===== src/rtl/tmcc_pkg.sv =====
// Overview of operation
// - Free-running up-counter compared to comparators; match interrupts, clears, drives pin.
// - Three-bit clock select: sys/4, sys, high/16, high/64, sub, external.
// - External clock pin counts on rising or falling edge as selected.
// - Two interrupt sources: comparator P on its match, comparator A on its match or, in capture mode, on a capture edge.
// - Capture input reacts to rising, falling or both edges per two-bit select.
// - Single pulse mode launches its pulse from the external clock pin.
// - Second output pin always carries the inverse of the primary output.
// - Compare mode sets output high, low, or toggles on each match.
// - Edge-aligned PWM on the output pair; duty or period from comparators.
// - Compare low byte write goes only to the shared 8-bit holding buffer; counter writes are ignored.
// - Compare high byte write updates high byte and copies buffer into low byte.
// - High byte read returns high byte and snapshots low byte into buffer.
// - Low byte read returns the holding buffer, not the live low byte.
// - Run-enable rising clears the counter; clearing it stops and holds count.
// - Comparator P matches the top three bits to rp with the low seven zero (all ones when rp is 0); A checks all ten.
package tmcc_pkg;
  localparam int CNT_W = 10;
  localparam logic [9:0] CNT_ZERO = 10'h000;
  localparam logic [9:0] CNT_ONE  = 10'h001;
  localparam logic [9:0] CNT_MAX  = 10'h3FF;
  localparam logic [6:0] LOW_ZERO = 7'h00;
  localparam logic [2:0] RP_ZERO  = 3'h0;

  // Register offsets
  localparam logic [2:0] REG_CTRL0  = 3'h0;
  localparam logic [2:0] REG_CTRL1  = 3'h1;
  localparam logic [2:0] REG_CNT_LO = 3'h2;
  localparam logic [2:0] REG_CNT_HI = 3'h3;
  localparam logic [2:0] REG_CMP_LO = 3'h4;
  localparam logic [2:0] REG_CMP_HI = 3'h5;
  localparam logic [2:0] REG_STATUS = 3'h6;
  localparam logic [2:0] REG_MASK   = 3'h7;

  // Field positions
  localparam int C0_PAUSE = 7;
  localparam int C0_RUN   = 3;
  localparam int C1_OC    = 3;
  localparam int C1_POL   = 2;
  localparam int C1_DPX   = 1;
  localparam int C1_CCLR  = 0;
  localparam int INT_A    = 0;
  localparam int INT_P    = 1;

  localparam logic [7:0] CTRL_RST = 8'h00;
  localparam logic [1:0] INT_ZERO = 2'h0;
  localparam logic [5:0] HI_PAD   = 6'h00;

  // Prescaler terminal counts
  localparam logic [1:0] SYS4_END = 2'h3;
  localparam logic [5:0] H16_END  = 6'h0F;
  localparam logic [5:0] H64_END  = 6'h3F;

  typedef enum logic [2:0] {
    CK_SYS4 = 3'h0, CK_SYS = 3'h1, CK_H16 = 3'h2, CK_H64 = 3'h3,
    CK_SUB0 = 3'h4, CK_SUB1 = 3'h5, CK_EXTR = 3'h6, CK_EXTF = 3'h7
  } tmcc_cksel_t;

  typedef enum logic [1:0] {
    M_CMP = 2'h0, M_CAP = 2'h1, M_PWM = 2'h2, M_SPM = 2'h3
  } tmcc_mode_t;

  typedef enum logic [1:0] {
    OA_NONE = 2'h0, OA_LOW = 2'h1, OA_HIGH = 2'h2, OA_TOG = 2'h3
  } tmcc_act_t;

  typedef enum logic [1:0] {
    CE_RISE = 2'h0, CE_FALL = 2'h1, CE_BOTH = 2'h2, CE_NONE = 2'h3
  } tmcc_cedge_t;

  typedef enum logic [1:0] {
    SP_IDLE = 2'b01, SP_PULSE = 2'b10
  } tmcc_spm_t;
endpackage : tmcc_pkg


===== src/rtl/tmcc_tick_gen.sv =====
`timescale 1ns/1ns
`default_nettype none
module tmcc_tick_gen (
  input  wire logic       clk,
  input  wire logic       rst_n,
  input  wire logic [2:0] sel,
  input  wire logic       high_clk_tick,
  input  wire logic       sub_clk_tick,
  input  wire logic       ext_pin,
  output logic            tick,
  output logic            ext_rise
);
  logic [1:0] sys_div;
  logic [5:0] h_div;
  logic       ext_d;
  logic       ext_fall;

  assign ext_rise = ext_pin & ~ext_d;
  assign ext_fall = ~ext_pin & ext_d;

  always_ff @(posedge clk or negedge rst_n) begin
    if (!rst_n) begin
      ext_d <= 1'b0;
    end else begin
      ext_d <= ext_pin;
    end
  end

  // Both dividers free-run so a select change needs no restart
  always_ff @(posedge clk or negedge rst_n) begin
    if (!rst_n) begin
      sys_div <= 2'h0;
      h_div   <= 6'h00;
    end else begin
      sys_div <= sys_div + 2'h1;
      if (high_clk_tick) begin
        h_div <= h_div + 6'h01;
      end
    end
  end

  always_comb begin
    unique case (tmcc_pkg::tmcc_cksel_t'(sel))
      tmcc_pkg::CK_SYS4: tick = (sys_div == tmcc_pkg::SYS4_END);
      tmcc_pkg::CK_SYS:  tick = 1'b1;
      tmcc_pkg::CK_H16:  tick = high_clk_tick &&
                         (h_div[3:0] == tmcc_pkg::H16_END[3:0]);
      tmcc_pkg::CK_H64:  tick = high_clk_tick &&
                         (h_div == tmcc_pkg::H64_END);
      tmcc_pkg::CK_SUB0: tick = sub_clk_tick;
      tmcc_pkg::CK_SUB1: tick = sub_clk_tick;
      tmcc_pkg::CK_EXTR: tick = ext_rise;
      tmcc_pkg::CK_EXTF: tick = ext_fall;
    endcase
  end
endmodule : tmcc_tick_gen
`default_nettype wire


===== src/rtl/tmcc_core.sv =====
`timescale 1ns/1ns
`default_nettype none
module tmcc_core (
  input  wire logic       clk,
  input  wire logic       rst_n,
  input  wire logic [2:0] addr,
  input  wire logic [7:0] wdata,
  input  wire logic       wr,
  input  wire logic       rd,
  output logic      [7:0] rdata,
  input  wire logic       high_clk_tick,
  input  wire logic       sub_clk_tick,
  input  wire logic       external_clock_pin,
  input  wire logic       capture_input_pin,
  output logic            timer_output_pin,
  output logic            timer_output_inverted_pin,
  output logic            irq_a,
  output logic            irq_p,
  output logic            irq
);
  //////////////////////////////////////////////////////////////////////
  logic [7:0] ctrl0;
  logic [7:0] ctrl1;
  logic [1:0] mask;
  logic [1:0] status;
  logic [1:0] next_status;
  logic [9:0] cmp_a;
  logic [9:0] cnt;
  logic [7:0] hold_buf;
  logic       run_d;
  logic       run_rise;
  logic       match_a;
  logic       match_p;
  logic       match_a_d;
  logic       match_p_d;
  logic       ev_a;
  logic       ev_p;
  logic       cap_d;
  logic       cap_hit;
  logic       tick;
  logic       ext_rise;
  logic       count_en;
  logic       clr_hit;
  logic       out_lvl;
  logic       next_out;
  logic       pwm_active;
  tmcc_pkg::tmcc_spm_t spm_state;
  tmcc_pkg::tmcc_mode_t mode;
  tmcc_pkg::tmcc_act_t act;
  logic [2:0] rp;
  logic       run;
  logic       pause;
  logic       wr_c0;
  logic       wr_c1;
  logic       wr_alo;
  logic       wr_ahi;
  logic       rd_dhi;
  logic       rd_ahi;
  logic       rd_stat;

  function automatic logic apply_act(input logic cur,
                                     input tmcc_pkg::tmcc_act_t a);
    unique case (a)
      tmcc_pkg::OA_NONE: apply_act = cur;
      tmcc_pkg::OA_LOW:  apply_act = 1'b0;
      tmcc_pkg::OA_HIGH: apply_act = 1'b1;
      tmcc_pkg::OA_TOG:  apply_act = ~cur;
    endcase
  endfunction : apply_act

  function automatic logic hit(input logic [2:0] a,
                               input logic s,
                               input logic [2:0] ra);
    hit = s && (a == ra);
  endfunction : hit

  //////////////////////////////////////////////////////////////////////
  // Field decode
  assign run   = ctrl0[tmcc_pkg::C0_RUN];
  assign pause = ctrl0[tmcc_pkg::C0_PAUSE];
  assign rp    = ctrl0[2:0];
  assign mode  = tmcc_pkg::tmcc_mode_t'(ctrl1[7:6]);
  assign act   = tmcc_pkg::tmcc_act_t'(ctrl1[5:4]);

  assign wr_c0   = hit(addr, wr, tmcc_pkg::REG_CTRL0);
  assign wr_c1   = hit(addr, wr, tmcc_pkg::REG_CTRL1);
  assign wr_alo  = hit(addr, wr, tmcc_pkg::REG_CMP_LO);
  assign wr_ahi  = hit(addr, wr, tmcc_pkg::REG_CMP_HI);
  assign rd_dhi  = hit(addr, rd, tmcc_pkg::REG_CNT_HI);
  assign rd_ahi  = hit(addr, rd, tmcc_pkg::REG_CMP_HI);
  assign rd_stat = hit(addr, rd, tmcc_pkg::REG_STATUS);

  tmcc_tick_gen u_tick (
    .clk           (clk),
    .rst_n         (rst_n),
    .sel           (ctrl0[6:4]),
    .high_clk_tick (high_clk_tick),
    .sub_clk_tick  (sub_clk_tick),
    .ext_pin       (external_clock_pin),
    .tick          (tick),
    .ext_rise      (ext_rise)
  );

  //////////////////////////////////////////////////////////////////////
  // Control registers
  always_ff @(posedge clk or negedge rst_n) begin
    if (!rst_n) begin
      ctrl0 <= tmcc_pkg::CTRL_RST;
      ctrl1 <= tmcc_pkg::CTRL_RST;
      mask  <= tmcc_pkg::INT_ZERO;
    end else begin
      if (wr_c0) begin
        ctrl0 <= wdata;
      end
      if (wr_c1) begin
        ctrl1 <= wdata;
      end
      if (hit(addr, wr, tmcc_pkg::REG_MASK)) begin
        mask <= wdata[1:0];
      end
    end
  end

  //////////////////////////////////////////////////////////////////////
  // Comparators; quiet until the run edge has cleared a stale count
  assign match_a = run && run_d && (cnt == cmp_a);
  assign match_p = run && run_d && ((rp == tmcc_pkg::RP_ZERO) ?
                   (cnt == tmcc_pkg::CNT_MAX) :
                   (cnt[9:7] == rp &&
                    cnt[6:0] == tmcc_pkg::LOW_ZERO));

  always_comb begin
    unique case (tmcc_pkg::tmcc_cedge_t'(ctrl1[5:4]))
      tmcc_pkg::CE_RISE: cap_hit = capture_input_pin & ~cap_d;
      tmcc_pkg::CE_FALL: cap_hit = ~capture_input_pin & cap_d;
      tmcc_pkg::CE_BOTH: cap_hit = capture_input_pin ^ cap_d;
      tmcc_pkg::CE_NONE: cap_hit = 1'b0;
    endcase
  end

  // Edge of the match level, so a held match fires once
  assign ev_a = (mode == tmcc_pkg::M_CAP) ? (run && cap_hit) :
                (match_a && !match_a_d);
  assign ev_p = match_p && !match_p_d;

  always_ff @(posedge clk or negedge rst_n) begin
    if (!rst_n) begin
      match_a_d <= 1'b0;
      match_p_d <= 1'b0;
      cap_d     <= 1'b0;
      run_d     <= 1'b0;
    end else begin
      match_a_d <= match_a;
      match_p_d <= match_p;
      cap_d     <= capture_input_pin;
      run_d     <= run;
    end
  end
  assign run_rise = run && !run_d;

  //////////////////////////////////////////////////////////////////////
  // Counter
  assign clr_hit  = ctrl1[tmcc_pkg::C1_CCLR] ? match_a : match_p;
  assign count_en = run && !pause && tick &&
                    (mode != tmcc_pkg::M_SPM ||
                     spm_state == tmcc_pkg::SP_PULSE);

  always_ff @(posedge clk or negedge rst_n) begin
    if (!rst_n) begin
      cnt <= tmcc_pkg::CNT_ZERO;
    end else if (run_rise) begin
      cnt <= tmcc_pkg::CNT_ZERO;
    end else if (mode == tmcc_pkg::M_SPM &&
                 spm_state == tmcc_pkg::SP_IDLE && run && ext_rise) begin
      cnt <= tmcc_pkg::CNT_ZERO;
    end else if (count_en) begin
      if (clr_hit) begin
        cnt <= tmcc_pkg::CNT_ZERO;
      end else begin
        cnt <= cnt + tmcc_pkg::CNT_ONE;
      end
    end
  end

  //////////////////////////////////////////////////////////////////////
  // Single pulse sequencer
  always_ff @(posedge clk or negedge rst_n) begin
    if (!rst_n) begin
      spm_state <= tmcc_pkg::SP_IDLE;
    end else begin
      unique case (spm_state)
        tmcc_pkg::SP_IDLE:
          if (mode == tmcc_pkg::M_SPM && run && ext_rise) begin
            spm_state <= tmcc_pkg::SP_PULSE;
          end
        tmcc_pkg::SP_PULSE:
          if (!run || ev_a || mode != tmcc_pkg::M_SPM) begin
            spm_state <= tmcc_pkg::SP_IDLE;
          end
        default: spm_state <= tmcc_pkg::SP_IDLE;
      endcase
    end
  end

  //////////////////////////////////////////////////////////////////////
  // Output waveform; pins follow next_out so they come from flops
  assign pwm_active = ctrl1[tmcc_pkg::C1_DPX] ?
                      (cnt[9:7] < rp) : (cnt < cmp_a);

  always_comb begin
    next_out = out_lvl;
    unique case (mode)
      tmcc_pkg::M_CMP: begin
        if (run_rise) begin
          next_out = ctrl1[tmcc_pkg::C1_OC];
        end else if (ev_a) begin
          next_out = apply_act(out_lvl, act);
        end
      end
      tmcc_pkg::M_PWM: begin
        next_out = pwm_active ? ctrl1[tmcc_pkg::C1_OC] :
                   ~ctrl1[tmcc_pkg::C1_OC];
      end
      tmcc_pkg::M_SPM: begin
        next_out = (spm_state == tmcc_pkg::SP_PULSE) ?
                   ctrl1[tmcc_pkg::C1_OC] :
                   ~ctrl1[tmcc_pkg::C1_OC];
      end
      tmcc_pkg::M_CAP: next_out = out_lvl;
    endcase
  end

  always_ff @(posedge clk or negedge rst_n) begin
    if (!rst_n) begin
      out_lvl                   <= 1'b0;
      timer_output_pin          <= 1'b0;
      timer_output_inverted_pin <= 1'b1;
    end else begin
      out_lvl          <= next_out;
      timer_output_pin <= next_out ^ ctrl1[tmcc_pkg::C1_POL];
      timer_output_inverted_pin <=
        ~(next_out ^ ctrl1[tmcc_pkg::C1_POL]);
    end
  end

  //////////////////////////////////////////////////////////////////////
  // Compare A value; a capture loses to a software high-byte write
  always_ff @(posedge clk or negedge rst_n) begin
    if (!rst_n) begin
      cmp_a <= tmcc_pkg::CNT_ZERO;
    end else if (wr_ahi) begin
      cmp_a <= {wdata[1:0], hold_buf};
    end else if (mode == tmcc_pkg::M_CAP && run && cap_hit) begin
      cmp_a <= cnt;
    end
  end

  // One buffer shared by all pairs; mixing orders corrupts it
  always_ff @(posedge clk or negedge rst_n) begin
    if (!rst_n) begin
      hold_buf <= 8'h00;
    end else if (wr_alo) begin
      hold_buf <= wdata;
    end else if (rd_dhi) begin
      hold_buf <= cnt[7:0];
    end else if (rd_ahi) begin
      hold_buf <= cmp_a[7:0];
    end
  end

  //////////////////////////////////////////////////////////////////////
  // Interrupts; a new event beats the read clear
  assign next_status = (rd_stat ? tmcc_pkg::INT_ZERO : status) |
                       {ev_p, ev_a};

  always_ff @(posedge clk or negedge rst_n) begin
    if (!rst_n) begin
      status <= tmcc_pkg::INT_ZERO;
      irq    <= 1'b0;
      irq_a  <= 1'b0;
      irq_p  <= 1'b0;
    end else begin
      status <= next_status;
      irq    <= |(next_status & mask);
      irq_a  <= ev_a;
      irq_p  <= ev_p;
    end
  end

  //////////////////////////////////////////////////////////////////////
  // Read port
  always_ff @(posedge clk or negedge rst_n) begin
    if (!rst_n) begin
      rdata <= 8'h00;
    end else if (rd) begin
      unique case (addr)
        tmcc_pkg::REG_CTRL0:  rdata <= ctrl0;
        tmcc_pkg::REG_CTRL1:  rdata <= ctrl1;
        tmcc_pkg::REG_CNT_LO: rdata <= hold_buf;
        tmcc_pkg::REG_CNT_HI: rdata <= {tmcc_pkg::HI_PAD, cnt[9:8]};
        tmcc_pkg::REG_CMP_LO: rdata <= hold_buf;
        tmcc_pkg::REG_CMP_HI: rdata <= {tmcc_pkg::HI_PAD, cmp_a[9:8]};
        tmcc_pkg::REG_STATUS: rdata <= {tmcc_pkg::HI_PAD, status};
        tmcc_pkg::REG_MASK:   rdata <= {tmcc_pkg::HI_PAD, mask};
      endcase
    end
  end

  //////////////////////////////////////////////////////////////////////
  // Checks
  run_clear_a: assert property (@(posedge clk) disable iff (!rst_n)
    run_rise |=> cnt == tmcc_pkg::CNT_ZERO)
    else $error("counter not cleared on run start");

  stop_hold_a: assert property (@(posedge clk) disable iff (!rst_n)
    !run |=> $stable(cnt))
    else $error("counter moved while stopped");

  count_step_a: assert property (@(posedge clk) disable iff (!rst_n)
    (count_en && !clr_hit && !run_rise && mode == tmcc_pkg::M_CMP)
    |=> cnt == $past(cnt) + tmcc_pkg::CNT_ONE)
    else $error("counter did not advance");

  inv_pin_a: assert property (@(posedge clk) disable iff (!rst_n)
    timer_output_inverted_pin == !timer_output_pin)
    else $error("inverted pin not complementary");

  low_write_a: assert property (@(posedge clk) disable iff (!rst_n)
    (wr_alo && mode != tmcc_pkg::M_CAP)
    |=> hold_buf == $past(wdata) && $stable(cmp_a))
    else $error("low write reached compare value");

  high_write_a: assert property (@(posedge clk) disable iff (!rst_n)
    wr_ahi |=> cmp_a == {$past(wdata[1:0]), $past(hold_buf)})
    else $error("high write did not latch buffer");

  high_read_a: assert property (@(posedge clk) disable iff (!rst_n)
    rd_dhi |=> hold_buf == $past(cnt[7:0]) &&
    rdata[1:0] == $past(cnt[9:8]))
    else $error("high read snapshot wrong");

  low_read_a: assert property (@(posedge clk) disable iff (!rst_n)
    hit(addr, rd, tmcc_pkg::REG_CNT_LO)
    |=> rdata == $past(hold_buf))
    else $error("low read not from buffer");

  irq_pulse_a: assert property (@(posedge clk) disable iff (!rst_n)
    (irq_p && match_p) |=> !irq_p)
    else $error("compare P pulse repeated");

  flag_set_a: assert property (@(posedge clk) disable iff (!rst_n)
    ev_a |=> status[tmcc_pkg::INT_A] ##0 irq_a)
    else $error("compare A event lost");
endmodule : tmcc_core
`default_nettype wire


===== config.mk =====
export PLATFORM = sky130hd
export DESIGN_NAME = tmcc_core
export DESIGN_NICKNAME = d
export VERILOG_FILES = /design/src/rtl/tmcc_pkg.sv /design/src/rtl/tmcc_tick_gen.sv /design/src/rtl/tmcc_core.sv
export SDC_FILE = /design/constraint.sdc
export NUM_CORES = 1
export LEC_CHECK = 0
export ABC_AREA = 0
export ABC_CLOCK_PERIOD_IN_PS = 2300
export BUFFER_PORTS_ARGS = -buffer_cell sky130_fd_sc_hd__buf_2
export CAP_MARGIN = 20
export CORE_MARGIN = 4
export CORE_UTILIZATION = 35
export CTS_CLUSTER_SIZE = 16
export DETAILED_ROUTE_END_ITERATION = 12
export SLEW_MARGIN = 10
export SYNTH_ARGS = -nofsm -noshare
export SYNTH_HDL_FRONTEND = slang
export SYNTH_HIERARCHICAL = 1
export SYNTH_SLANG_ARGS = --single-unit
export TNS_END_PERCENT = 5

===== constraint.sdc =====
create_clock -name clk -period 2.3 [get_ports clk]
set_input_delay 0 -clock clk [delete_from_list [all_inputs] [get_ports clk]]
set_output_delay 0 -clock clk [all_outputs]
set_load 0.02 [all_outputs]

Yosys cells after proc, flatten, opt, wreduce, memory -nomap -nowiden
Index checks and enable logic that the tools add are counted.

storage, ports and cells
  logic and storage cells = 148
  bits in registers = 77
  output and inout bits = 13

operators by class
  equality and inequality tests = 31
  reduce and logical (&&, ||, !) cells = 49
  bitwise gates (word level) = 15
  order comparisons = 2
  $add $sub $neg = 3
  muxes and demuxes = 26

operator list
  operator                                                               number
  10-bit two-way mux                                                     6
  8-bit one-hot mux with 7 select lines                                  1
  1-bit logical AND                                                      28
  3-bit equality test, second input constant                             8
  8-bit two-way mux                                                      3
  2-bit equality test, second input constant                             6
  3-bit by 2-bit equality test with 1-bit output, second input constant  4
  1-bit one-hot mux with 4 select lines                                  3
  10-bit by 1-bit adder with 10-bit output, second input constant        1
  10-bit equality test                                                   1
  10-bit equality test, second input constant                            1
  10-bit less-than comparator                                            1
  3-bit logical NOT                                                      3
  1-bit two-way mux                                                      8
  7-bit logical NOT                                                      1
  1-bit NOT                                                              7
  1-bit one-hot mux with 7 select lines                                  1
  6-bit by 1-bit adder with 6-bit output, second input constant          1
  2-bit by 1-bit equality test with 1-bit output, second input constant  3
  3-bit by 1-bit equality test with 1-bit output, second input constant  2
  6-bit equality test, second input constant                             1
  2-bit two-way mux                                                      3
  3-bit nonzero test                                                     2
  2-bit OR reduction                                                     3
  other kinds (16)                                                       28

Depth between registers and ports, before layout
Gate-level depths: netlist (run 1).

  depth after elaboration = 10
  gate-level depth with buffers = 10
  depth with buffers taken out = 10

Modules after synthesis
The synthesis (run 1) kept the hierarchy.

modules (own cells, without submodules)
  module         times used  cells each  seq. area each (um^2)  area an instance (um^2)
  tmcc_core      1           408         1,704.1                3,782.4
  tmcc_tick_gen  1           30          225.2                  394.1

Worst setup path after synthesis (run 1)
Ideal clock, no wire load.

  path type = register to register
  from = register cnt[8]
  to = register timer_output_pin
  required time = 2,168 ps
  setup slack = 184 ps
  cell stages (with the launch flop) = 9
  data arrival time = 1,984 ps
  clock period less this slack = 2,116 ps
  cells stage by stage = dfrtp_1 -> ha_1 -> nand4_1 -> nor3_1 -> nand2_1 -> mux2i_1 -> o31ai_1 -> o311ai_2 -> xnor2_1

on the way
  cells in the longest elaborated chain, start to end = 8

ends and longest elaborated chain
  element                                line              text
  start: declaration                     tmcc_core.sv:28   logic [9:0] cnt;
  start signal: assignment               tmcc_core.sv:170  cnt <= tmcc_pkg::CNT_ZERO;
  start signal: assignment               tmcc_core.sv:172  cnt <= tmcc_pkg::CNT_ZERO;
  start signal: assignment               tmcc_core.sv:175  cnt <= tmcc_pkg::CNT_ZERO;
  10-bit equality test                   tmcc_core.sv:126  assign match_a = run && run_d && (cnt == cmp_a);
  1-bit logical AND                      tmcc_core.sv:126
  via match_a                            tmcc_core.sv:32   logic match_a;
  1-bit logical AND                      tmcc_core.sv:143  (match_a && !match_a_d);
  1-bit two-way mux                      tmcc_core.sv:142  assign ev_a = (mode == tmcc_pkg::M_CAP) ? (run && cap_hit) :
  1-bit two-way mux                      tmcc_core.sv:216  end else if (ev_a) begin
  1-bit two-way mux                      tmcc_core.sv:214  if (run_rise) begin
  1-bit one-hot mux with 4 select lines  tmcc_core.sv:212  unique case (mode)
  1-bit bitwise XOR                      tmcc_core.sv:240  timer_output_pin <= next_out ^ ctrl1[tmcc_pkg::C1_POL];
  end signal: assignment                 tmcc_core.sv:240
  end: declaration                       tmcc_core.sv:15   output logic timer_output_pin,

The timed path passes the listed nets, and every way through them passes these cells.
A chain may end at the register's enable or synchronous reset.

Worst setup path in the final report (run 1)
  from = register cnt[7]
  to = register timer_output_inverted_pin

on the way
  cells in the longest elaborated chain, start to end = 9

ends and longest elaborated chain
  element                                                                              line              text
  parallel branches: the longest is 6 deep, another holds 10-bit less-than comparator  -
  1-bit one-hot mux with 4 select lines *                                              tmcc_core.sv:212
  1-bit bitwise XOR *                                                                  tmcc_core.sv:242  ~(next_out ^ ctrl1[tmcc_pkg::C1_POL]);
  1-bit NOT *                                                                          tmcc_core.sv:242
  end signal: assignment                                                               tmcc_core.sv:241  timer_output_inverted_pin <=
  end: declaration                                                                     tmcc_core.sv:16   output logic timer_output_inverted_pin,

Mark *: on every way between the ends.

==> impl_metrics.py, run 1 <==
metrics = {
    "worst_setup_path": {
        "r2r_slack_ps": 50,
        "worst_ep_arrival_time_ps": 2520,
        "critical_path.startpoint_type": "flop",
        "critPathRequiredTime_ps": 2570,
        "crit_path_max_fanout": 3,
        "crit_type": "flop to flop",
        "ff2ff_path_depth": 9,
        "worstReg2RegStart": "cnt[7]",
        "r2r-end": "timer_output_inverted_pin",
        "setup.worst_path.end_class": "flop",
    },
    "floorplanning": {
        "design.die.area_sq_mm": 0.0137,
        "io_pins": 32,
        "coreArea_sq_mm": 0.0116,
        "placementRows": 39,
        "die_height_microns": 117,
        "floorplan.die.width_microns": 117,
        "start_util_pct": 36.1,
    },
    "timing": {
        "highest_clock_rate_mhz": 445,
        "final_hold_viol_count": 0,
        "layout_worst_path_cycle_share_pct": 97.6,
        "setup_repair_after_global_routing_missed_its_margin": "true",
        "setup_skew_after_layout_ps": 5.88,
        "report.final.setup_viol": 0,
        "tightest_slew_ps": 973,
        "finalWorstPathRequiredPeriod_ps": 2250,
        "final-max-slew-violation-count": 0,
        "timing.slew.headroom_pct": 35.1,
    },
    "detailed_routing": {
        "drt_first_iter_violations": 175,
        "post-route-drc-count": 0,
        "drt-vias-per-instance": 5.28,
        "vias": 3507,
        "postRouteAntennaNets": 0,
        "drt_first_pass_iters": 4,
        "drt-wirelength-per-cell_microns": 16.7,
        "route.final.wire_length_mm": 11.1,
    },
    "place": {
        "portbufs": 31,
        "dp_hpwl_mm": 7.63,
        "place.gp.congestion": 0.885,
    },
    "power_and_ir_drop": {
        "totalPowerFinal_mw": 4.88,
        "leakage_nw": 2.51,
        "powerDensity_mw_per_mm2": 908,
        "vdd_ir_drop_max_v": 0.000418,
    },
    "cells_and_area": {
        "multi_input_area_sq_mm": 0.00223,
        "nFillCells": 1081,
        "synthToLayoutAreaGrowth_pct": 28.6,
        "fin_nets": 554,
        "num_antenna_cells": 0,
        "final-seq-area_sq_mm": 0.00193,
        "finalCoreUtilization_pct": 46.5,
        "ratio_of_cells_with_drive_above_1_in_the_final_layout_pct": 24.8,
    },
    "grt": {
        "grt-ovfl-total": 0,
        "antenna_violations_before_repair": 0,
        "wire_length_of_the_first_global_routing_pass_mm": 17.3,
        "first_global_vias": 3381,
        "track_usage_pct": 16.3,
        "grt_max_degree": 78,
    },
    "yosys": {
        "synth_top_family_by_area": "compound AO/OA/AOI/OAI gates",
        "synth-compound-area-share_pct": 16.3,
        "synth_simple_gate_area_share_pct": 15.8,
        "postSynth.topFlopCell": "dfrtp_1",
        "synth-edff-count": 0,
        "synth_mux_area_share_pct": 9.44,
        "synth.lib_cells_used.distinct": 50,
        "ys_async_sr_fraction_pct": 100,
        "synth_fa_ha_area_share_pct": 5.93,
        "syn-instance-count": 438,
        "postSynthNetCount": 476,
        "synth_warnings": 6,
        "synth.avg_cell_area_sq_um": 9.54,
        "synth_seq_cells": 77,
        "synthesis.area_sq_mm": 0.00418,
        "synth.yosys.seq_area_share_pct": 46.2,
        "synthXorXnorAreaFrac_pct": 2.10,
    },
    "job": {
        "maxCapViolations": 0,
    },
    "cts": {
        "numCtsBuffers": 9,
        "ctsHtreeMaxLevel": 3,
        "clockRootBuffer": "clkbuf_16",
        "cts_clock_pin_slew_for_the_worst_setup_and_hold_paths_ps": 60,
        "cts_tree": "yes",
        "clkLatencyLatePin_ps": 340,
        "clock_path_buffers": 2,
        "cts.sinks": 77,
    },
    "min_path": {
        "min_from": "rd",
        "hold_path_depth": 2,
        "holdPathEnd": "rdata[2]",
        "min-delay-path-class": "input pin to flop",
    },
    "run_status": {
        "run_status": "finished clean",
    },
}
-- power breakdown --
| part | leakage, nW | switching, mW | internal, mW |
|---|---|---|---|
| clock | 0.132 | 0.599 | 0.846 |
| sequential | 0.950 | 0.305 | 1.70 |
| combinational | 1.42 | 0.747 | 0.684 |
| total | 2.51 | 1.65 | 3.23 |
-- Yosys cell counts (all sizes together), types with 2 or more instances --
cell type	count	area (sq um)
dfrtp	75	1880
nor2	53	199
a21oi	47	235
o21ai	36	191
nand2	31	116
inv	27	101
ha	19	238
mux2i	18	180
mux2	15	169
clkbuf	12	45.0
nor2b	11	68.8
nand3	10	50.1
nand4	6	37.5
o31ai	6	45.0
xor2	6	52.6
a211oi	5	37.5
buf	5	30.0
a21o	4	30.0
nand2b	4	25.0
nor3	4	20.0
xnor2	4	35.0
and3	3	18.8
and4	3	26.3
nand3b	3	22.5
o22ai	3	18.8
a221o	2	20.0
a22oi	2	15.0
and2	2	12.5
dfstp	2	52.6
mux4	2	45.0
nand4b	2	17.5
o31a	2	17.5
or2	2	12.5
-- timing repair --
item	4_1_cts	5_1_grt
gates resized for setup	1	28
pin swaps	0	15
endpoints found under the setup margin	1	10
setup buffers	0	9
hold buffers	12	0
cloned	0	1
endpoints found under the hold margin	106	0
-- cell families (layout without fill, tap and decap cells) --
group,after synthesis,count (layout)
AOI/OAI and AO/OA,114,114
muxes,35,35
xor gates and xnor gates,10,10
adders and majority gates,20,20
DFF,77,77
and+or+nand+nor,138,138
buffers and inverters,44,127
-- critical path: stages, from the launching register on --
cell      delay [ps]
dfrtp_1          400
buf_6            130
ha_4             250
nand4_1          140
buf_4            180
o31ai_2          200
o31a_1           220
xor2_2           100
o311ai_4         380
xor2_1           170
-- cell type report --
type / count / share of cell area [%]
Tap cell: 143 / 3.33
Multi-Input combinational cell: 317 / 41.5
Timing Repair Buffer: 84 / 11.9
Inverter: 27 / 1.89
Sequential cell: 77 / 35.9
Clock buffer: 11 / 4.33
Clock inverter: 5 / 1.14
-- placed cells by master (no fill, tap or decap), drive strengths merged, types with 3 or more instances in the layout --
master	Yosys	final
xor2	6	6
inv	27	28
ha	19	19
and3	3	3
o22ai	3	3
nor2	53	53
dfrtp	75	75
nor2b	11	11
nand3	10	10
clkbuf	12	12
nand2b	4	4
and4	3	3
o31ai	6	6
o21ai	36	36
nand2	31	31
mux2i	18	18
xnor2	4	4
mux2	15	15
buf	5	71
a211oi	5	5
a21o	4	4
dlygate4sd3	0	12
nand4	6	6
nand3b	3	3
nor3	4	4
a21oi	47	47
clkinvlp	0	3
-- stage by stage --
step / hold slack, ps / TNS, ps / instance area (sq um) / instances / worst slack, ps
CTS: 61.2 / 0 / 5100 / 654 / 37.9
global route: 84.7 / -157 / 5370 / 664 / -66.4
global placement: 132 / 0 / 4680 / 626 / 83.4
finish: 65.9 / 0 / 5370 / 664 / 54.4
floorplan: -296 / 0 / 4180 / 438 / 184
detailed placement: 142 / 0 / 4680 / 626 / 9.44
-- sequential cells by signal (all words and copies together), names as in the netlist, 2 cells and up --
name,flops
ctrl1,8
ctrl0,8
u_tick/sys_div,2
status,2
mask,2
cmp_a,10
hold_buf,8
spm_state,2
u_tick/h_div,6
cnt,10
rdata,8
-- metal layers --
layer | GRT usage [%] | wire, microns
met5 | 0 | 0
met4 | 7.03 | 263
met3 | 2.47 | 468
met2 | 25.2 | 5110
met1 | 22.7 | 5280
-- worst max path at each step --
stage	start	endpoint	cells after the start
6_report	cnt[7]	timer_output_inverted_pin	9
5_1_grt	cnt[1]	cnt[7]	11
4_1_cts	cnt[6]	timer_output_pin	9
3_5_place_dp	cnt[6]	timer_output_pin	9
3_3_place_gp	cnt[1]	cnt[7]	9
2_1_floorplan	cnt[8]	timer_output_pin	8
Note: power is estimated with default switching activity, not from simulation.
==> run 2: changes to the inputs <==
--- a/config.mk
+++ b/config.mk
@@ -13,6 +13,7 @@
 export CORE_UTILIZATION = 35
 export CTS_CLUSTER_SIZE = 16
 export DETAILED_ROUTE_END_ITERATION = 12
+export GPL_TIMING_DRIVEN = 0
 export SLEW_MARGIN = 10
 export SYNTH_ARGS = -nofsm -noshare
 export SYNTH_HDL_FRONTEND = slang
==> run 2 against run 1 <==
  * Via count shrank 2.6%
  * Global-route usage grew 0.097 points
  * Critical path type unchanged
  * Power shrank 2.0%
  * Critical endpoint is now timer_output_pin
==> impl_metrics.py, run 2 (synthesis results as in run 1) <==
metrics = {
    "grt": {
        "wire_length_of_the_first_global_routing_pass_mm": 17.4,
        "first_global_vias": 3331,
        "track_usage_pct": 16.4,
        "antenna_violations_before_repair": 0,
        "grt_max_degree": 41,
        "grt-ovfl-total": 0,
    },
    "timing": {
        "fin_tns_setup_ps": 0,
        "final-max-slew-violation-count": 0,
        "final_hold_viol_count": 0,
        "worst_case_hold_slack_ps": 102,
        "timing.slew.headroom_pct": 40.4,
        "report.final.setup_viol": 0,
        "finalWorstPathRequiredPeriod_ps": 2300,
        "layout_worst_path_cycle_share_pct": 99.8,
        "setup_skew_after_layout_ps": 4.97,
        "highest_clock_rate_mhz": 436,
        "tightest_slew_ps": 891,
        "fin_ws_ps": 4.67,
        "setup_repair_after_global_routing_missed_its_margin": "true",
    },
    "place": {
        "place.gp.congestion": 0.895,
        "portbufs": 30,
        "place_ws_ps": -409,
        "post-place-cells": 612,
        "detailed_place.area_sq_mm": 0.00453,
        "dp_hpwl_mm": 7.58,
    },
    "power_and_ir_drop": {
        "leakage_nw": 2.38,
        "powerDensity_mw_per_mm2": 941,
        "vdd_ir_drop_max_v": 0.000330,
        "totalPowerFinal_mw": 4.78,
    },
    "cells_and_area": {
        "num_antenna_cells": 0,
        "synthToLayoutAreaGrowth_pct": 21.7,
        "ratio_of_cells_with_drive_above_1_in_the_final_layout_pct": 18.5,
        "layout.cell_area.non_filler_sq_mm": 0.00508,
        "layoutNonFillerInstCount": 646,
        "finalCoreUtilization_pct": 43.9,
        "fin_nets": 536,
        "largestRegisters": "cmp_a x10, cnt x10",
        "mostFrequentLayoutCells": "70 x dfrtp_1, 53 x nor2_1, 46 x a21oi_1",
        "mostFrequentLayoutCell": "dfrtp_1",
        "nFillCells": 1109,
    },
    "detailed_routing": {
        "drt-vias-per-instance": 5.29,
        "drt_first_iter_violations": 175,
        "drt-wirelength-per-cell_microns": 16.3,
        "vias": 3415,
        "route.final.wire_length_mm": 10.5,
        "post-route-drc-count": 0,
        "postRouteAntennaNets": 0,
        "drt_first_pass_iters": 4,
    },
    "run_status": {
        "run_status": "finished clean",
    },
    "worst_setup_path": {
        "critical_path.startpoint_type": "flop",
        "setup.worst_path.end_class": "flop",
        "critPathRequiredTime_ps": 2520,
        "worst_ep_arrival_time_ps": 2520,
        "crit_type": "flop to flop",
        "crit_path_max_fanout": 9,
    },
    "floorplanning": {
        "die_height_microns": 117,
        "start_util_pct": 36.1,
        "floorplan.die.width_microns": 117,
        "placementRows": 39,
        "io_pins": 32,
        "coreArea_sq_mm": 0.0116,
        "design.die.area_sq_mm": 0.0137,
    },
    "cts": {
        "numCtsBuffers": 9,
        "clkLatencyLatePin_ps": 340,
        "cts_tree": "yes",
        "cts.sinks": 77,
        "ctsHtreeMaxLevel": 3,
        "cts_clock_pin_slew_for_the_worst_setup_and_hold_paths_ps": 60,
        "clockRootBuffer": "clkbuf_16",
        "clock_path_buffers": 2,
    },
    "min_path": {
        "min-delay-path-class": "input pin to flop",
    },
    "job": {
        "maxCapViolations": 0,
    },
}
[run 2: cell types whose count changed in the layout (fill, tap and decap cells not counted), sizes merged]
| cell | change |
|---|---|
| bufinv | +1 |
| inv | -1 |
| clkbuf | +11 |
| buf | -29 |
| clkinvlp | -1 |
| clkinv | +1 |
[run 2: timing repair]
item	in CTS	in global routing
endpoints found under the setup margin	14	20
gates resized for setup	9	9
hold buffers	12	0
hold endpoints to repair	66	0
pin swaps	3	6
setup buffers	3	3
[run 2: report_power, final]
part	total, mW	internal (mW)	switching [mW]	leakage [nW]
logic	1.21	0.560	0.650	1.28
registers	2.02	1.70	0.317	0.944
clock network	1.55	0.982	0.570	0.152
[run 2: critical path, stage by stage (launching register included)]
cell and delay [ps]:
dfrtp_1 480, ha_1 320, nand4_1 180, nor3_4 300, nand2_2 130, mux2i_1 150, o31ai_2 220, o311ai_2 130
buf_4 170, xnor2_1 110
[run 2: layout make-up]
class | count | area, sq um | share of cell area (%)
clock inverters | 5 | 83.8 | 1.65
plain buffers | 17 | 75.1 | 1.48
inverters | 27 | 101 | 1.99
well taps | 143 | 179 | 3.52
flip-flops and latches | 77 | 1940 | 38.1
multi-input cells | 317 | 2120 | 41.8
repair buffers | 49 | 342 | 6.72
clock buffers | 11 | 243 | 4.78
[run 2: final timing paths]
kind	from	end	slack (ps)	cells after the start
max	cnt[2]	timer_output_pin	5	9
min	rd	rdata[2]	100	3
max reg2reg	cnt[2]	timer_output_pin	5	9
min reg2reg	u_tick/sys_div[0]	u_tick/sys_div[0]	430	1
max in group asynchronous	rst_n	spm_state[0]	1490	3
min in group asynchronous	rst_n	u_tick/h_div[1]	170	2
[run 2: metal layers]
layer,wire (microns),GRT usage (%)
met1,5010,22.4
met2,4910,25.9
met3,318,2.83
met4,276,6.50
met5,0,0
==> run 3: changes to the inputs <==
--- a/config.mk
+++ b/config.mk
@@ -11,6 +11,7 @@
 export CAP_MARGIN = 20
 export CORE_MARGIN = 4
 export CORE_UTILIZATION = 35
+export CTS_BUF_LIST = sky130_fd_sc_hd__clkbuf_4 sky130_fd_sc_hd__clkbuf_8 sky130_fd_sc_hd__clkbuf_16
 export CTS_CLUSTER_SIZE = 16
 export DETAILED_ROUTE_END_ITERATION = 12
 export GPL_TIMING_DRIVEN = 0
==> run 3 against run 2 <==
  * Die area unchanged
  * Sequential share of layout area is essentially flat
  * Via count barely moved
  * Clock skew about the same
  * Combinational power hardly changed
  * Core utilization about the same
  * Global-route usage unchanged
  * Routed wire length about the same
==> impl_metrics.py, run 3 (synthesis results as in run 1) <==
metrics = {
    "place": {
        "place.gp.congestion": 0.895,
        "portbufs": 30,
        "place_ws_ps": -409,
        "dp_hpwl_mm": 7.58,
    },
    "worst_setup_path": {
        "r2r-end": "timer_output_pin",
        "beginning_of_the_critical_path": "cnt[2]",
        "worstReg2RegStart": "cnt[2]",
        "setup.worst_path.end_class": "flop",
        "r2r_slack_ps": 4,
        "crit_type": "flop to flop",
        "crit_path_max_fanout": 9,
        "critPathRequiredTime_ps": 2520,
        "worst_ep_arrival_time_ps": 2520,
        "critical_path.startpoint_type": "flop",
        "critical_path.endpoint": "timer_output_pin",
        "ff2ff_path_depth": 9,
    },
    "grt": {
        "grt_max_degree": 41,
        "first_global_vias": 3331,
        "antenna_violations_before_repair": 0,
        "track_usage_pct": 16.4,
        "grt-ovfl-total": 0,
        "wire_length_of_the_first_global_routing_pass_mm": 17.4,
    },
    "cts": {
        "clock_path_buffers": 2,
        "clkLatencyLatePin_ps": 340,
        "clockRootBuffer": "clkbuf_16",
        "ctsHtreeMaxLevel": 3,
        "cts.sinks": 77,
        "cts_clock_pin_slew_for_the_worst_setup_and_hold_paths_ps": 60,
        "numCtsBuffers": 9,
        "cts_tree": "yes",
    },
    "timing": {
        "setup_skew_after_layout_ps": 4.95,
        "timing.slew.headroom_pct": 40.3,
        "report.final.setup_viol": 0,
        "highest_clock_rate_mhz": 436,
        "finalWorstPathRequiredPeriod_ps": 2300,
        "final-max-slew-violation-count": 0,
        "layout_worst_path_cycle_share_pct": 99.8,
        "tightest_slew_ps": 892,
        "final_hold_viol_count": 0,
        "setup_repair_after_global_routing_missed_its_margin": "true",
        "worst_case_hold_slack_ps": 102,
        "fin_ws_ps": 4.44,
        "fin_tns_setup_ps": 0,
    },
    "min_path": {
        "min_from": "rd",
        "min-delay-path-class": "input pin to flop",
    },
    "power_and_ir_drop": {
        "leakage_nw": 2.38,
        "vdd_ir_drop_max_v": 0.000330,
        "powerDensity_mw_per_mm2": 942,
        "totalPowerFinal_mw": 4.79,
    },
    "cells_and_area": {
        "fin_nets": 536,
        "mostFrequentLayoutCell": "dfrtp_1",
        "finalCoreUtilization_pct": 44.0,
        "synthToLayoutAreaGrowth_pct": 21.7,
        "ratio_of_cells_with_drive_above_1_in_the_final_layout_pct": 18.7,
        "largestRegisters": "cmp_a x10, cnt x10",
        "num_antenna_cells": 0,
        "mostFrequentLayoutCells": "70 x dfrtp_1, 53 x nor2_1, 46 x a21oi_1",
        "nFillCells": 1109,
    },
    "detailed_routing": {
        "drt-vias-per-instance": 5.28,
        "route.final.wire_length_mm": 10.5,
        "drt_first_pass_iters": 4,
        "drt_first_iter_violations": 175,
        "drt-wirelength-per-cell_microns": 16.3,
        "post-route-drc-count": 0,
        "vias": 3412,
        "postRouteAntennaNets": 0,
    },
    "floorplanning": {
        "floorplan.die.width_microns": 117,
        "io_pins": 32,
        "die_height_microns": 117,
        "design.die.area_sq_mm": 0.0137,
        "placementRows": 39,
        "start_util_pct": 36.1,
        "coreArea_sq_mm": 0.0116,
    },
    "job": {
        "maxCapViolations": 0,
    },
    "run_status": {
        "run_status": "finished clean",
    },
}
## run 3: cell types whose count changed in the layout (fill, tap and decap cells not counted)
cell	change
clkbuf_1	-1
clkbuf_4	+1
## run 3: cell type report
class / count / area [sq um] / share of cell area [%]
plain buffers: 17 / 75.1 / 1.48
clock buffers: 11 / 246 / 4.85
clock inverters: 5 / 83.8 / 1.65
inverters: 27 / 101 / 1.99
multi-input cells: 317 / 2120 / 41.7
flip-flops and latches: 77 / 1940 / 38.1
well taps: 143 / 179 / 3.52
repair buffers: 49 / 342 / 6.72
## run 3: repair_timing
item                       in CTS  in global routing
hold endpoints to repair       66                  0
resized for setup               9                  9
setup endpoints to repair      14                 20
hold buffers                   12                  0
pin swaps                       3                  6
setup buffers                   3                  3
## run 3: worst max-delay path: stages, from the launching register on
cell,delay [ps]
dfrtp_1,480
ha_1,320
nand4_1,180
nor3_4,300
nand2_2,130
mux2i_1,150
o31ai_2,220
o311ai_2,130
buf_4,170
xnor2_1,110
## run 3: worst min-delay path by stage
| stage | endpoint | slack (ps) | depth (start not counted) |
|---|---|---|---|
| final | rdata[2] | 100 | 3 |
| after CTS | hold_buf[1] | 90 | 4 |
| after floorplan | cap_d | -300 | 0 |
| after global placement | u_tick/ext_d | 130 | 1 |
| after global routing | mask[0] | 130 | 3 |
| after detailed placement | u_tick/h_div[1] | 4 | 1 |
## run 3: metal layers
layer / vias to the layer above / routed length, microns / track usage [%]
met3: 21 / 336 / 2.83
met2: 69 / 4910 / 25.9
li1: 1663 / - / -
met1: 1659 / 4990 / 22.4
met5: - / 0 / 0
met4: 0 / 276 / 6.50
## run 3: power by group
group	leakage, nW	switching, mW	internal, mW	total [mW]
clock network	0.155	0.570	0.994	1.56
logic	1.28	0.650	0.560	1.21
registers	0.944	0.316	1.70	2.02
## run 3: per-stage QoR
stage | cell area [sq um] | cells
after detailed placement | 4530 | 612
after global placement | 4510 | 611
after floorplan | 4180 | 438
after global routing | 5080 | 646
after CTS | 5040 | 643
final | 5080 | 646
